<file path="src/design/crsm_regs.vh">
`ifndef CRSM_REGS_VH
`define CRSM_REGS_VH
// apb register byte offsets
`define CRSM_OFF_CTRL 12'h000
`define CRSM_OFF_SENSE 12'h004
`define CRSM_OFF_STAT 12'h008
`define CRSM_OFF_CMD 12'h00C
// ctrl fields
`define CRSM_CTRL_F51 0
`define CRSM_CTRL_F66 1
`define CRSM_CTRL_RESET 32'h0000_0000
// sense byte zero bit positions
`define CRSM_SB0_CMDREJ 0
`define CRSM_SB0_INTREQ 1
`define CRSM_SB0_BUSOUT 2
`define CRSM_SB0_EQCHK 3
`define CRSM_SB0_DATCHK 4
`define CRSM_SB0_OVRUN 5
`define CRSM_SB0_STOP 6
`define CRSM_SB0_DEVCHK 7
// sense byte one bit positions
`define CRSM_SB1_COL0 0
`define CRSM_SB1_VALID 1
`define CRSM_SB1_COMP 2
`define CRSM_SB1_RESYNC 3
`define CRSM_SB1_XFER 4
`define CRSM_SB1_NA 5
`define CRSM_SB1_F51 6
`define CRSM_SB1_F66 7
// status byte positions
`define CRSM_ST_ATTN 0
`define CRSM_ST_DEVEND 5
`define CRSM_ST_UCHK 6
// command decode
`define CRSM_CMD_READ_MASK 8'h03
`define CRSM_CMD_READ_VAL 8'h02
`define CRSM_CMD_SENSE_MASK 8'h0F
`define CRSM_CMD_SENSE_VAL 8'h04
`define CRSM_CMD_FBIT 2
// timing, in milliseconds, and clock rate in khz
`define CRSM_CLK_KHZ 25000
`define CRSM_SPIN_MS 3000
`define CRSM_IDLE_MS 15000
`define CRSM_SPIN_CYC (`CRSM_SPIN_MS * `CRSM_CLK_KHZ)
`define CRSM_IDLE_CYC (`CRSM_IDLE_MS * `CRSM_CLK_KHZ)
`define CRSM_GATE_CYC 1000000
`endif

</file>
<file path="src/design/crsm_top.v">
// What this block does
// RULE1: undefined command sets command reject and unit check, stays idle.
// RULE2: operator-action condition sets intervention required.
// RULE3: bus-out-check position always reads zero.
// RULE4: read cells stuck or gate card late: equipment check, motors off, stop.
// RULE5: data check set when any sense byte one data error is set.
// RULE6: data overrun to channel sets overrun bit.
// RULE7: stop-state bit follows the stopped reader.
// RULE8: interlock sets device check and ends a running command at once.
// RULE9: column-zero error if any amplifier on at mid leading edge point.
// RULE10: translate mode: several punches in rows 1..7 gives validity error.
// RULE11: station one and two column data differ: compare error.
// RULE12: resync on hole edge, then hole must stay centred or resync error.
// RULE13: unordered card sensed: transfer check, motors off, status held to next start.
// RULE14: unused bit zero; feature bits show installed short-card options.
// RULE15: motors off while no cards are processed.
// RULE16: feed order starts spin-up delay that holds the feed actuator off.
// RULE17: feed order restarts idle timer; expiry turns motors off.
// RULE18: stop state turns motors off after idle delay; hard checks cut at once.
// RULE19: program feed starts when a read command is accepted.
// RULE20: abnormal condition halts reader, lights indicator, sets sense bits; code halts only on stop switch, equipment, transfer and interlock checks.
// RULE21: unit check set when any sense byte bit is set; code leaves out sense byte one bits 7..5 (feature bits and unused bit).
// RULE22: non-sense command after unit check clears command reject.
// RULE23: stop conditions persist for sense; other commands get unit check.
// RULE24: sense command sends both sense bytes then device end.
// RULE25: gate photocell transit limit is a parameter.
`include "crsm_regs.vh"
module crsm_top #(
  parameter SPIN_CYC = `CRSM_SPIN_CYC,
  parameter IDLE_CYC = `CRSM_IDLE_CYC,
  parameter GATE_CYC = `CRSM_GATE_CYC
) (
  input wire core_clk,
  input wire sys_rst,
  input wire psel,
  input wire penable,
  input wire pwrite,
  input wire [11:0] paddr,
  input wire [31:0] pwdata,
  output reg [31:0] prdata,
  output reg pready,
  output reg pslverr,
  input wire cmd_valid,
  input wire [7:0] cmd_code,
  output reg cmd_ack,
  output reg status_valid,
  output reg [7:0] status_byte,
  input wire status_accept,
  output reg sense_valid,
  output reg [7:0] sense_data,
  input wire sense_accept,
  input wire overrun_det,
  input wire read_cells_pin,
  input wire gate_cell_pin,
  input wire card_path_pin,
  input wire interlock_pin,
  input wire stop_sw_pin,
  input wire run_sw_pin,
  input wire feed_sw_pin,
  input wire hopper_empty_pin,
  input wire mid_edge_pin,
  input wire [11:0] amp_pin,
  input wire col_strobe_pin,
  input wire [11:0] st2_pin,
  input wire hole_edge_pin,
  input wire hole_check_pin,
  output reg motor_on,
  output reg feed_coil,
  output reg [7:0] panel_ind,
  output reg reader_busy
);
  // one-hot sequencer states
  localparam S_IDLE = 4'b0001;
  localparam S_READ = 4'b0010;
  localparam S_SNS0 = 4'b0100;
  localparam S_SNS1 = 4'b1000;
  // pin synchronisers, first stage only feeds second
  reg [35:0] sync1;
  reg [35:0] sync2;
  always @(posedge core_clk or posedge sys_rst) begin
    if (sys_rst) begin
      sync1 <= 36'h0_0000_0000;
      sync2 <= 36'h0_0000_0000;
    end else begin
      sync1 <= {read_cells_pin, gate_cell_pin, card_path_pin, interlock_pin, stop_sw_pin,
                run_sw_pin, feed_sw_pin, hopper_empty_pin, mid_edge_pin, amp_pin,
                col_strobe_pin, st2_pin, hole_edge_pin, hole_check_pin};
      sync2 <= sync1;
    end
  end
  // synchronised pin views, in the order packed above
  wire s_read = sync2[35];
  wire s_gate = sync2[34];
  wire s_path = sync2[33];
  wire s_ilk = sync2[32];
  wire s_stop = sync2[31];
  wire s_run = sync2[30];
  wire s_feed = sync2[29];
  wire s_hop = sync2[28];
  wire s_mid = sync2[27];
  wire [11:0] s_amp = sync2[26:15];
  wire s_strb = sync2[14];
  wire [11:0] s_st2 = sync2[13:2];
  wire s_hedge = sync2[1];
  wire s_hchk = sync2[0];
  // working registers
  reg [7:0] prev;
  reg [31:0] ctrl;
  reg [3:0] state;
  reg [7:0] cur_cmd;
  reg stopped;
  // sticky sense flags and sequencing state
  reg cmd_rej, eq_chk, dev_chk, ovr, col0, valid_e, comp_e, resync_e, xfer_e;
  reg feed_ordered, hold_status, hard_cut, resync_pend;
  reg [31:0] spin_cnt, idle_cnt, gate_cnt, read_cnt;
  reg stop_seen;
  // edge detectors on synchronised pins
  wire feed_edge = s_feed & ~prev[0];
  wire strb_edge = s_strb & ~prev[1];
  wire mid_edge = s_mid & ~prev[2];
  wire hedge = s_hedge & ~prev[3];
  wire path_rise = s_path & ~prev[4];
  wire run_edge = s_run & ~prev[5];
  // command decode and intake qualifier
  wire is_sense = (cmd_code & `CRSM_CMD_SENSE_MASK) == `CRSM_CMD_SENSE_VAL;
  wire is_read = (cmd_code & `CRSM_CMD_READ_MASK) == `CRSM_CMD_READ_VAL;
  wire take = cmd_valid & (state == S_IDLE) & ~status_valid;
  wire intreq = s_hop;
  // hard fault set conditions, also shield their flags from a same-cycle clear
  wire eq_set = (s_gate && gate_cnt >= GATE_CYC) || (s_read && read_cnt >= GATE_CYC);
  wire xfer_set = path_rise & ~feed_ordered;
  // assembled sense bytes
  wire [7:0] sb1;
  wire [7:0] sb0;
  wire [6:0] punches = st2_rows(s_st2);
  // RULE14 feature bits
  assign sb1 = {ctrl[`CRSM_CTRL_F66], ctrl[`CRSM_CTRL_F51], 1'b0, xfer_e, resync_e,
                comp_e, valid_e, col0};
  // RULE3 RULE5 RULE2 sense byte zero
  assign sb0 = {dev_chk, stopped, ovr, col0 | valid_e | comp_e | resync_e, eq_chk, 1'b0,
                intreq, cmd_rej};
  // rows one to seven of a column
  function [6:0] st2_rows;
    input [11:0] c;
    begin
      st2_rows = c[9:3];
    end
  endfunction
  // RULE10 multi-punch test
  wire multi = (punches & (punches - 7'h01)) != 7'h00;
  // apb slave, zero wait
  always @(posedge core_clk or posedge sys_rst) begin
    if (sys_rst) begin
      ctrl <= `CRSM_CTRL_RESET;
      prdata <= 32'h0000_0000;
      pready <= 1'b0;
      pslverr <= 1'b0;
    end else begin
      pready <= psel & ~penable;
      pslverr <= 1'b0;
      if (psel & ~penable) begin
        case (paddr)
          `CRSM_OFF_CTRL: prdata <= ctrl;
          `CRSM_OFF_SENSE: prdata <= {16'h0000, sb1, sb0};
          `CRSM_OFF_STAT: prdata <= {16'h0000, state, stopped, motor_on, feed_coil,
                                    reader_busy, status_byte};
          `CRSM_OFF_CMD: prdata <= {24'h000000, cur_cmd};
          default: begin
            prdata <= 32'h0000_0000;
            pslverr <= 1'b1;
          end
        endcase
      end
      // write lands at the access edge, when pready is seen high
      if (psel & penable & pready & pwrite && paddr == `CRSM_OFF_CTRL)
        ctrl <= {30'h0, pwdata[1:0]};
    end
  end
  // command, sense and error flow
  always @(posedge core_clk or posedge sys_rst) begin
    if (sys_rst) begin
      prev <= 8'h00;
      state <= S_IDLE;
      cur_cmd <= 8'h00;
      stopped <= 1'b1;
      {cmd_rej, eq_chk, dev_chk, ovr, col0, valid_e, comp_e, resync_e, xfer_e} <= 9'h000;
      {feed_ordered, hold_status, hard_cut, resync_pend} <= 4'h0;
      gate_cnt <= 32'h0000_0000;
      read_cnt <= 32'h0000_0000;
      cmd_ack <= 1'b0;
      status_valid <= 1'b0;
      status_byte <= 8'h00;
      sense_valid <= 1'b0;
      sense_data <= 8'h00;
      reader_busy <= 1'b0;
      panel_ind <= 8'h00;
    end else begin
      prev <= {2'b00, s_run, s_path, s_hedge, s_mid, s_strb, s_feed};
      cmd_ack <= 1'b0;
      hard_cut <= 1'b0;
      reader_busy <= state != S_IDLE;
      // RULE20 panel indicators
      panel_ind <= {dev_chk, valid_e, xfer_e, s_hop, eq_chk | comp_e, stopped, ~stopped, 1'b0};
      if (status_valid & status_accept)
        status_valid <= 1'b0;
      // RULE7 operator stop and run
      if (s_stop)
        stopped <= 1'b1;
      else if (run_edge & ~eq_chk & ~dev_chk & ~xfer_e) begin
        stopped <= 1'b0;
        status_valid <= 1'b1;
        status_byte <= 8'h01 << `CRSM_ST_ATTN;
      end
      // RULE6 overrun
      if (overrun_det & state == S_READ)
        ovr <= 1'b1;
      // RULE4 gate photocell timer
      if (s_gate)
        gate_cnt <= gate_cnt + 32'h0000_0001;
      else
        gate_cnt <= 32'h0000_0000;
      // RULE25 limit from parameter
      if (eq_set) begin
        eq_chk <= 1'b1;
        stopped <= 1'b1;
        hard_cut <= 1'b1;
      end
      if (s_read)
        read_cnt <= read_cnt + 32'h0000_0001;
      else
        read_cnt <= 32'h0000_0000;
      // RULE13 card without a feed
      if (xfer_set) begin
        xfer_e <= 1'b1;
        stopped <= 1'b1;
        hard_cut <= 1'b1;
        hold_status <= 1'b1;
      end
      // RULE8 interlock
      if (s_ilk) begin
        dev_chk <= 1'b1;
        stopped <= 1'b1;
        hard_cut <= 1'b1;
        if (state == S_READ) begin
          state <= S_IDLE;
          status_valid <= 1'b1;
          status_byte <= (8'h01 << `CRSM_ST_DEVEND) | (8'h01 << `CRSM_ST_UCHK);
        end
      end
      // read card checks
      if (state == S_READ) begin
        // RULE9 column zero
        if (mid_edge && s_amp != 12'h000)
          col0 <= 1'b1;
        // RULE10 validity
        if (strb_edge && ~cur_cmd[`CRSM_CMD_FBIT] && multi)
          valid_e <= 1'b1;
        // RULE11 compare
        if (strb_edge && ~cur_cmd[6] && s_amp != s_st2)
          comp_e <= 1'b1;
        // RULE12 resync then verify
        if (hedge)
          resync_pend <= 1'b1;
        else if (strb_edge & resync_pend) begin
          resync_pend <= 1'b0;
          if (~s_hchk)
            resync_e <= 1'b1;
        end
        // end of card: read cells clear and card path just cleared
        if (~s_read & prev[4] & ~s_path) begin
          feed_ordered <= 1'b0;
          state <= S_IDLE;
          status_valid <= 1'b1;
          // RULE21 unit check when any sense byte zero bit or sense byte one bit 4..0 set
          status_byte <= (8'h01 << `CRSM_ST_DEVEND) |
                         ({7'h00, (|sb0) | (|sb1[4:0])} << `CRSM_ST_UCHK);
        end
      end
      if (feed_edge & ~stopped)
        feed_ordered <= 1'b1;
      // command intake
      if (take) begin
        cmd_ack <= 1'b1;
        cur_cmd <= cmd_code;
        hold_status <= 1'b0;
        if (is_sense) begin
          // RULE24 sense path
          state <= S_SNS0;
          sense_valid <= 1'b1;
          sense_data <= sb0;
        end else begin
          // RULE22 clear reject
          cmd_rej <= 1'b0;
          if (!is_read) begin
            // RULE1 reject
            cmd_rej <= 1'b1;
            status_valid <= 1'b1;
            status_byte <= 8'h01 << `CRSM_ST_UCHK;
          end else if (stopped) begin
            // RULE23 stop state refuses
            status_valid <= 1'b1;
            status_byte <= 8'h01 << `CRSM_ST_UCHK;
          end else begin
            // RULE19 program feed
            state <= S_READ;
            feed_ordered <= 1'b1;
            {col0, valid_e, comp_e, resync_e, ovr} <= 5'h00;
          end
        end
      end
      // RULE24 two sense bytes then device end
      case (state)
        S_SNS0: if (sense_accept) begin
          sense_data <= sb1;
          state <= S_SNS1;
        end
        S_SNS1: if (sense_accept) begin
          sense_valid <= 1'b0;
          state <= S_IDLE;
          status_valid <= 1'b1;
          status_byte <= 8'h01 << `CRSM_ST_DEVEND;
          if (~stopped & ~eq_set & ~xfer_set & ~s_ilk)
            {eq_chk, dev_chk, xfer_e} <= 3'h0;
        end
        S_IDLE, S_READ: ;
        default: state <= S_IDLE;
      endcase
      // RULE13 withhold status
      if (hold_status & ~take)
        status_valid <= 1'b0;
    end
  end
  // RULE21 unit check summary is folded into status byte above
  // motor sequencing
  always @(posedge core_clk or posedge sys_rst) begin
    if (sys_rst) begin
      motor_on <= 1'b0;
      feed_coil <= 1'b0;
      spin_cnt <= 32'h0000_0000;
      idle_cnt <= 32'h0000_0000;
      stop_seen <= 1'b1;
    end else begin
      stop_seen <= stopped;
      // RULE16 RULE17 feed order restarts both timers
      if ((feed_edge & ~stopped) | (take & is_read & ~is_sense & ~stopped)) begin
        motor_on <= 1'b1;
        spin_cnt <= SPIN_CYC;
        idle_cnt <= IDLE_CYC;
        feed_coil <= 1'b0;
      end else begin
        if (spin_cnt != 32'h0000_0000)
          spin_cnt <= spin_cnt - 32'h0000_0001;
        // RULE16 actuator held during spin-up
        feed_coil <= motor_on & (idle_cnt != 32'h0000_0000) & (spin_cnt == 32'h0000_0000) &
                     feed_ordered & ~stopped;
        // RULE15 RULE17 RULE18 idle shutdown
        if (idle_cnt != 32'h0000_0000)
          idle_cnt <= idle_cnt - 32'h0000_0001;
        else
          motor_on <= 1'b0;
      end
      // RULE18 soft stop entry restarts the idle delay
      if (stopped & ~stop_seen & motor_on)
        idle_cnt <= IDLE_CYC;
      // RULE4 RULE18 hard checks cut at once
      if (hard_cut) begin
        motor_on <= 1'b0;
        feed_coil <= 1'b0;
        idle_cnt <= 32'h0000_0000;
      end
    end
  end
endmodule // crsm_top

</file>
<file path="config.mk">
export PLATFORM = sky130hd
export DESIGN_NAME = crsm_top
export DESIGN_NICKNAME = d
export VERILOG_FILES = /design/src/design/crsm_top.v
export VERILOG_INCLUDE_DIRS = /design/src /design/src/design
export SDC_FILE = /design/constraint.sdc
export NUM_CORES = 1
export LEC_CHECK = 0
export BUFFER_PORTS_ARGS = -buffer_cell sky130_fd_sc_hd__buf_2
export CAP_MARGIN = 20
export CELL_PAD_IN_SITES_DETAIL_PLACEMENT = 1
export CELL_PAD_IN_SITES_GLOBAL_PLACEMENT = 1
export CORE_UTILIZATION = 40
export CTS_BUF_LIST = sky130_fd_sc_hd__clkbuf_8
export CTS_CLUSTER_SIZE = 16
export DETAILED_ROUTE_END_ITERATION = 10
export HOLD_SLACK_MARGIN = 0.06
export MAX_ROUTING_LAYER = met4
export PLACE_DENSITY_LB_ADDON = 0.1
export SLEW_MARGIN = 20
export SYNTH_ARGS = -nofsm -noshare
export SYNTH_HDL_FRONTEND = slang
export SYNTH_SLANG_ARGS = --single-unit
</file>
<file path="constraint.sdc">
create_clock -name core_clk -period 23.2 [get_ports core_clk]
set_input_delay 3.48 -clock core_clk [delete_from_list [all_inputs] [get_ports core_clk]]
set_output_delay 3.48 -clock core_clk [all_outputs]
set_load 0.1 [all_outputs]
</file>
==> out/qor.txt, run 1 <==
clk_skew: 0.0226 ns
critical path required time: 23.65 ns
initial DRC count: 388
syn_area_per_cell: 10.7 um^2
Antenna Nets Post-Route: 0
# DRC: 0
Switching Fraction: 37.2%
dpl cells: 1,639
sequential power share: 41.4%
critical path cell sequence: buf_2 > nor4_1 > nand3_1 > or4_1 > mux2_1
crit path launch: paddr[1]
min Tclk post-route: 5.35 ns
core area: 30,700 um^2
CP Capture Point: ctrl[1]
Worst-path clk slew: 0.06 ns
CTS Hold Bufs: 0
Max Freq: 0.187 GHz
Cell Area, Synth: 12,500 um^2
Int Pwr: 0.921 mW
Routed WL: 29,900 um
Post-synth ARST share: 100%
Synth cell types: 78
setup slack, reg-to-reg: 20.57 ns
slowest stage delay, CP: 0.69 ns
DP Wirelength: 20,200 um
Fin. Hold Viols: 0
Clock Latency Late Sink: 0.59 ns
clock share of power: 31.0%
crit share post-route: 23.1%
Crit-path slowest cell: or4_1
Hold Startpoint: sync1[1]
post-route cell area: 14,400 um^2
worst hold path type: register to register
H-Tree Depth: 2
Overflow after GRT: 0
fin worst setup slack: 17.85 ns
pre-CTS WS: 17.22 ns
crit path capture type: register
Slew Viols, Final: 0
Sum Neg Setup Slack: 0 ns
pin count of the biggest net entering global routing: 136
final core utilization: 46.8%
post-CTS sizing: 0
Post-CTS Setup Bufs: 0
die height: 179 um
final RePlAce weighted congestion: 0.786
switching pwr: 0.546 mW
RSZ-0062 raised after global routing: no
number of I/O port buffers: 113
Slew @ Worst Pin: 0.930 ns
TritonCTS clock tree: done
crit path max fanout: 15
Total GRT Usage: 20.1%
final net count: 1,398
synthesis-stage register bit count: 282
leakage power: 6.38 nW
Rows: 64
first-pass GRT wire length: 49,800 um
routed wire length per instance: 17.3 um
post-synthesis cell count: 1,171
Synth Flop Type: dfrtp_1
clock tree buffer depth: 3
Pre-Repair DR Iteration Count: 4
total CTS buffers: 50
WS Path Type: input pin to register
Power per Cell Area: 102 nW/um^2
Clock Tree Root: clkbuf_8
CP Data Arrival Time: 5.81 ns
EDFF count, synth: 0
Worst slew margin: 37.7%
Startpoint Class: input pin
via count: 9,162
cell count of the worst hold path: 0
outcome: finished clean
placed cell area: 13,400 um^2
terminus of the critical flop-to-flop path: idle_cnt[20]
die extent in x: 179 um
YS warnings: 0
# IOs: 161
Starting Density: 40.8%
CTS sink cnt: 282
Final setup viols: 0
register area share after synthesis: 56.5%
area grow syn2layout: 14.9%
R2R Path Start: idle_cnt[0]
Post-Layout Cell Count: 1,727
MaxCap Viol Count: 0
R2R cell count: 7
share of post-route cells with drive strength above 1: 16.7%
Die ar.: 32,000 um^2
vias in the first global route: 9,441
initial antenna violation count: 1
commonest non-fill, non-tap cell in the layout: dfrtp_1
commonest non-fill, non-tap cells in the layout: dfrtp_1, buf_2, nand2_1
DR vias/cell: 5.31
Max VDD drop: 0.0000496 V
Comb pwr share: 27.6%
cell usage after synthesis, types with 7 or more instances:
cell type / n / share of area, %
dfrtp_1: 279 / 56
nand2_1: 104 / 3.1
nor2_1: 76 / 2.3
xnor2_1: 60 / 4.2
and2_1: 55 / 2.8
nand3_1: 49 / 2.0
nand4_1: 40 / 2.0
a21oi_1: 38 / 1.5
clkbuf_1: 37 / 1.1
nor3_1: 36 / 1.4
xor2_1: 34 / 2.4
o31ai_1: 30 / 1.8
o21ai_0: 29 / 1.2
nor4_1: 28 / 1.4
inv_1: 25 / 0.75
or3_1: 22 / 1.1
or4_1: 19 / 1.1
buf_4: 18 / 1.1
and3_1: 17 / 0.85
a31oi_1: 14 / 0.70
a22oi_1: 13 / 0.78
nor2b_1: 12 / 0.60
nand2b_1: 10 / 0.50
a21boi_0: 7 / 0.42
sequential cells by signal, indices dropped and copies added (netlist names), 16 cells and up:
name,count
idle_cnt,32
gate_cnt,32
spin_cnt,32
sync2,36
prdata,16
read_cnt,32
sync1,36
area by class of cell:
cell class	instances	area (um^2)
Timing Repair Buffer	118	607
Inverter	26	105
Clock inverter	26	156
Tap cell	396	495
Multi-Input combinational cell	817	5100
Fill cell	3440	16300
Antenna cell	1	2.50
Sequential cell	282	7060
Clock buffer	61	840
per-layer routing:
metal  up-vias  GRT usage [%]  wire length (um)
met2       165           31.6             13900
met4         0           6.39               733
met5         -              -                 0
li1       4388              -                 -
met1      4543           26.5             14100
met3        66           3.50              1130
how the worst min path moves through the flow:
stage	to	slack (ns)
final	sync2[1]	0.34
after global routing	sync2[1]	0.35
after CTS	sync2[1]	0.35
after detailed placement	sync2[1]	0.34
after global placement	sync2[34]	0.33
after floorplan	sync2[0]	0.33
stage by stage:
stage / power [mW] / hold slack (ns)
global route: 1.56 / 0.352
CTS: 1.49 / 0.346
detailed placement: 1.02 / 0.336
global placement: 1.01 / 0.332
finish: 1.47 / 0.343
floorplan: 0.934 / 0.331
critical path: cells and delay by family:
family                 cells  cell delay [ns]
buffers and inverters      1             0.10
muxes                      1             0.33
and+or+nand+nor            3             1.89
power groups by stage:
stage / sequential [mW] / combinational, mW / clock, mW
floorplan: 0.666 / 0.268 / 0
global placement: 0.614 / 0.401 / 0
detailed placement: 0.615 / 0.408 / 0
CTS: 0.608 / 0.409 / 0.474
global route: 0.617 / 0.449 / 0.493
finish: 0.608 / 0.405 / 0.455
cells by family (layout without fill, tap and decap cells):
family | Yosys count | after routing | synth area share, %
flops | 282 | 282 | 56.5
simple gates | 511 | 511 | 22.5
compound gates | 175 | 175 | 9.15
fa+ha+maj | 7 | 7 | 0.681
other cells | 1 | 18 | 0.0300
mux | 13 | 13 | 1.30
buf+inv | 88 | 231 | 3.24
xor+xnor | 94 | 94 | 6.59
(Power assumes the default switching activity.)
==> run 2, diff against run 1 <==
Clock period 23.2 ns to 4.55 ns, I/O delays scaled along.
==> out/qor.txt, run 2 (same netlist as run 1, synthesis figures left out) <==
Slew Viols, Final: 0
outcome: finished clean
Antenna Nets Post-Route: 0
crit path capture type: register
Rows: 64
Crit path max-delay family: simple AND/OR/NAND/NOR gates
commonest non-fill, non-tap cell in the layout: dfrtp_1
slowest stage delay, CP: 0.71 ns
RSZ-0062 raised after global routing: no
via count: 9,165
crit share post-route: 60.0%
Seq. cell area: 7060 um^2
worst hold path type: input pin to register
post-CTS sizing: 0
Fin. Hold Viols: 0
total CTS buffers: 50
crit path max fanout: 17
CP Data Arrival Time: 3.21 ns
Post-CTS Setup Bufs: 0
critical path required time: 5.03 ns
WS Path Type: register to register
vias in the first global route: 9,501
critical path depth: 5
min Tclk post-route: 2.73 ns
core area: 30,700 um^2
setup slack, reg-to-reg: 1.82 ns
# DRC: 0
CP Capture Point: idle_cnt[17]
Sum Neg Setup Slack: 0 ns
Routed WL: 30,000 um
Final setup viols: 0
DR vias/cell: 5.29
routed wire length per instance: 17.3 um
final RePlAce weighted congestion: 0.770
die height: 179 um
Total GRT Usage: 20.1%
Clock Tree Root: clkbuf_8
R2R Path Start: idle_cnt[12]
H-Tree Depth: 2
pin count of the biggest net entering global routing: 160
Die ar.: 32,000 um^2
MaxCap Viol Count: 0
die extent in x: 179 um
Crit-path slowest cell: nor3_4
Max Freq: 0.366 GHz
crit path buf inv count: 0
largest registers: sync1: 36 flops, sync2: 36 flops
CTS Hold Bufs: 0
clk_skew: 0.0293 ns
# IOs: 161
Clock Latency Late Sink: 0.58 ns
critical path cell sequence: nor4_1 > nand4_1 > nor3_4 > o21ai_0 > a31oi_1
Pre-Repair DR Iteration Count: 4
first-pass GRT wire length: 49,600 um
CTS sink cnt: 282
DP Wirelength: 20,200 um
number of I/O port buffers: 113
Max VDD drop: 0.000296 V
Worst slew margin: 39.1%
Slew @ Worst Pin: 0.910 ns
initial antenna violation count: 1
crit path launch: idle_cnt[12]
commonest non-fill, non-tap cells in the layout: dfrtp_1, buf_2, nand2_1
clock tree buffer depth: 3
terminus of the critical flop-to-flop path: idle_cnt[17]
area grow syn2layout: 15.8%
Fillers: 3,424
Starting Density: 40.8%
Worst-path clk slew: 0.06 ns
Overflow after GRT: 0
Startpoint Class: register
final net count: 1,397
multi-input logic area: 5100 um^2
share of post-route cells with drive strength above 1: 17.3%
worst hold margin: 0.204 ns
Power per Cell Area: 530 nW/um^2
TritonCTS clock tree: done
initial DRC count: 497
R2R cell count: 5
leakage power: 6.43 nW
run 2: area by class of cell:
class	count	area share, %
multi-input combinational	817	35.2
clock inverter	25	1.16
timing repair buffer	117	4.29
inverter	26	0.700
antenna	1	0.0173
sequential	282	48.8
tap	396	3.42
clock buffer	68	6.46
run 2: how the worst min path moves through the flow:
| stage | start | endpoint | slack, ns | cells after the start |
|---|---|---|---|---|
| 2_1_floorplan | sync1[0] | sync2[0] | 0.33 | 0 |
| 3_3_place_gp | sync1[35] | sync2[35] | 0.33 | 0 |
| 3_5_place_dp | sync1[4] | sync2[4] | 0.34 | 0 |
| 6_report | interlock_pin | sync1[32] | 0.20 | 1 |
| 5_1_grt | amp_pin[8] | sync1[23] | 0.16 | 1 |
| 4_1_cts | hole_check_pin | sync1[0] | 0.16 | 1 |
run 2: per-layer routing:
layer / GRT usage, % / up-vias / routed length, um
met4: 5.40 / 0 / 581
li1: - / 4392 / -
met1: 26.6 / 4569 / 14200
met3: 3.86 / 44 / 1280
met2: 31.6 / 160 / 14000
met5: - / - / 0
run 2: report_power, final:
part           internal [mW]  switching [mW]  total (mW)  leakage [nW]
registers               2.80           0.302        3.10          3.55
logic                  0.632            1.43        2.06          2.26
clock network           1.45            1.07        2.52         0.625
total                   4.88            2.80        7.68          6.43
run 2: stage by stage:
stage          area (um^2)  setup slack [ns]  utilization [%]  cells  total power, mW
6_report             14500              1.82             47.2   1732             7.68
5_1_grt              14500              1.68             47.2   1732             8.14
4_1_cts              14500              1.88             47.2   1731             7.80
3_5_place_dp         13400              1.40             43.6   1638             5.21
3_3_place_gp         13400              1.47             43.6   1638             5.17
2_1_floorplan        12600             0.135                -   1187             4.76
==> run 3, diff against run 2 <==
Clock period 4.55 ns to 2.7 ns, I/O delays scaled along.
==> out/qor.txt, run 3 (same netlist as run 1, synthesis figures left out) <==
pin count of the biggest net entering global routing: 86
post-CTS sizing: 0
clk_skew: 0.0368 ns
Rows: 64
final net count: 1,475
Die ar.: 32,000 um^2
Clock Latency Late Sink: 0.59 ns
Pre-Repair DR Iteration Count: 5
MaxCap Viol Count: 0
Hold Startpoint: cmd_code[2]
CP Data Arrival Time: 2.91 ns
routed wire length per instance: 17.5 um
# IOs: 161
via count: 9,512
# DRC: 0
die extent in x: 179 um
largest registers: sync1: 36 flops, sync2: 36 flops
leakage power: 6.80 nW
TritonCTS clock tree: done
Routed WL: 31,600 um
initial antenna violation count: 0
Post-Layout Cell Count: 1,807
placed cell area: 13,600 um^2
critical path required time: 3.14 ns
Clock Tree Root: clkbuf_8
crit path max fanout: 13
Fillers: 3,338
Max Freq: 0.404 GHz
DP Wirelength: 21,300 um
area grow syn2layout: 22.1%
WS Path Type: register to register
share of post-route cells with drive strength above 1: 18.7%
Worst slew margin: 34.5%
setup slack, reg-to-reg: 0.23 ns
Seq. cell area: 7060 um^2
post-route cell area: 15,300 um^2
RSZ-0062 raised after global routing: no
clock tree buffer depth: 3
R2R cell count: 5
DR vias/cell: 5.26
Fin. Hold Viols: 0
initial DRC count: 374
commonest non-fill, non-tap cell in the layout: dfrtp_1
Total GRT Usage: 21.2%
number of I/O port buffers: 113
critical path cell sequence: nor4b_2 > inv_2 > or2_1 > nor4b_1 > nor2_1
slowest stage delay, CP: 0.63 ns
Power per Cell Area: 891 nW/um^2
die height: 179 um
Max VDD drop: 0.000467 V
first-pass GRT wire length: 52,300 um
worst hold path type: input pin to register
R2R Path Start: state[1]
core area: 30,700 um^2
min Tclk post-route: 2.47 ns
Crit-path slowest cell: nor4b_1
vias in the first global route: 10,101
final core utilization: 49.8%
outcome: finished clean
multi-input logic area: 5100 um^2
Startpoint Class: register
crit path capture type: register
crit share post-route: 91.6%
Final setup viols: 0
hold endpoint: cur_cmd[2]
Sum Neg Setup Slack: 0 ns
total CTS buffers: 49
total power: 13.6 mW
Worst-path clk slew: 0.06 ns
final RePlAce weighted congestion: 0.771
Slew @ Worst Pin: 0.979 ns
cell count of the worst hold path: 3
dpl cells: 1,673
Starting Density: 40.8%
Overflow after GRT: 0
Post-CTS Setup Bufs: 0
commonest non-fill, non-tap cells in the layout: dfrtp_1, buf_2, nand2_1
Slew Viols, Final: 0
H-Tree Depth: 2
terminus of the critical flop-to-flop path: resync_e
Antenna Nets Post-Route: 0
n_diodes: 0
CTS sink cnt: 282
## run 3: worst max-delay path, delay by kind of cell, from the launching register on
family / cells / cell delay, ns
DFF: 1 / 0.49
buffers and inverters: 1 / 0.08
and+or+nand+nor: 4 / 1.75
## run 3: worst max path at each step
stage                      startpoint  slack, ns        endpoint  depth (start not counted)
after floorplan               sys_rst      -1.44         cmd_ack                          1
after global placement    idle_cnt[0]       0.27    idle_cnt[20]                          7
after detailed placement     state[0]       0.23        resync_e                          5
after CTS                 idle_cnt[0]       0.23    idle_cnt[20]                          7
after global routing         state[1]       0.09  status_byte[2]                          6
final                        state[1]       0.23        resync_e                          5
## run 3: final cells by class
| type | instances | area share [%] |
|---|---|---|
| Sequential cell | 282 | 46.3 |
| Timing Repair Buffer | 196 | 8.75 |
| Clock buffer | 61 | 5.50 |
| Inverter | 26 | 0.664 |
| Tap cell | 396 | 3.25 |
| Multi-Input combinational cell | 817 | 33.4 |
| Clock inverter | 29 | 2.19 |
## run 3: power by group
part,internal (mW),switching (mW)
sequential,4.71,0.499
clock,2.74,1.85
combinational,1.30,2.51
total,8.75,4.86
## run 3: metrics by stage
stage,setup slack [ns],hold slack (ns)
2_1_floorplan,-1.44,0.331
3_3_place_gp,0.268,0.333
3_5_place_dp,0.232,0.336
4_1_cts,0.228,0.0609
5_1_grt,0.0900,0.0840
6_report,0.227,0.106
## run 3: routing by layer
layer | global-route usage (%) | share of wire [%] | vias to the layer above
li1 | - | - | 4545
met1 | 27.1 | 47 | 4743
met2 | 34.6 | 47 | 168
met3 | 3.29 | 3.5 | 56
met4 | 6.71 | 2.5 | 0
met5 | - | 0 | -
## run 3: what timing repair did
| action | in CTS | in global routing |
|---|---|---|
| hold buffers | 44 | 0 |
| setup endpoints to repair | 0 | 0 |
| endpoints found under the hold margin | 47 | 0 |
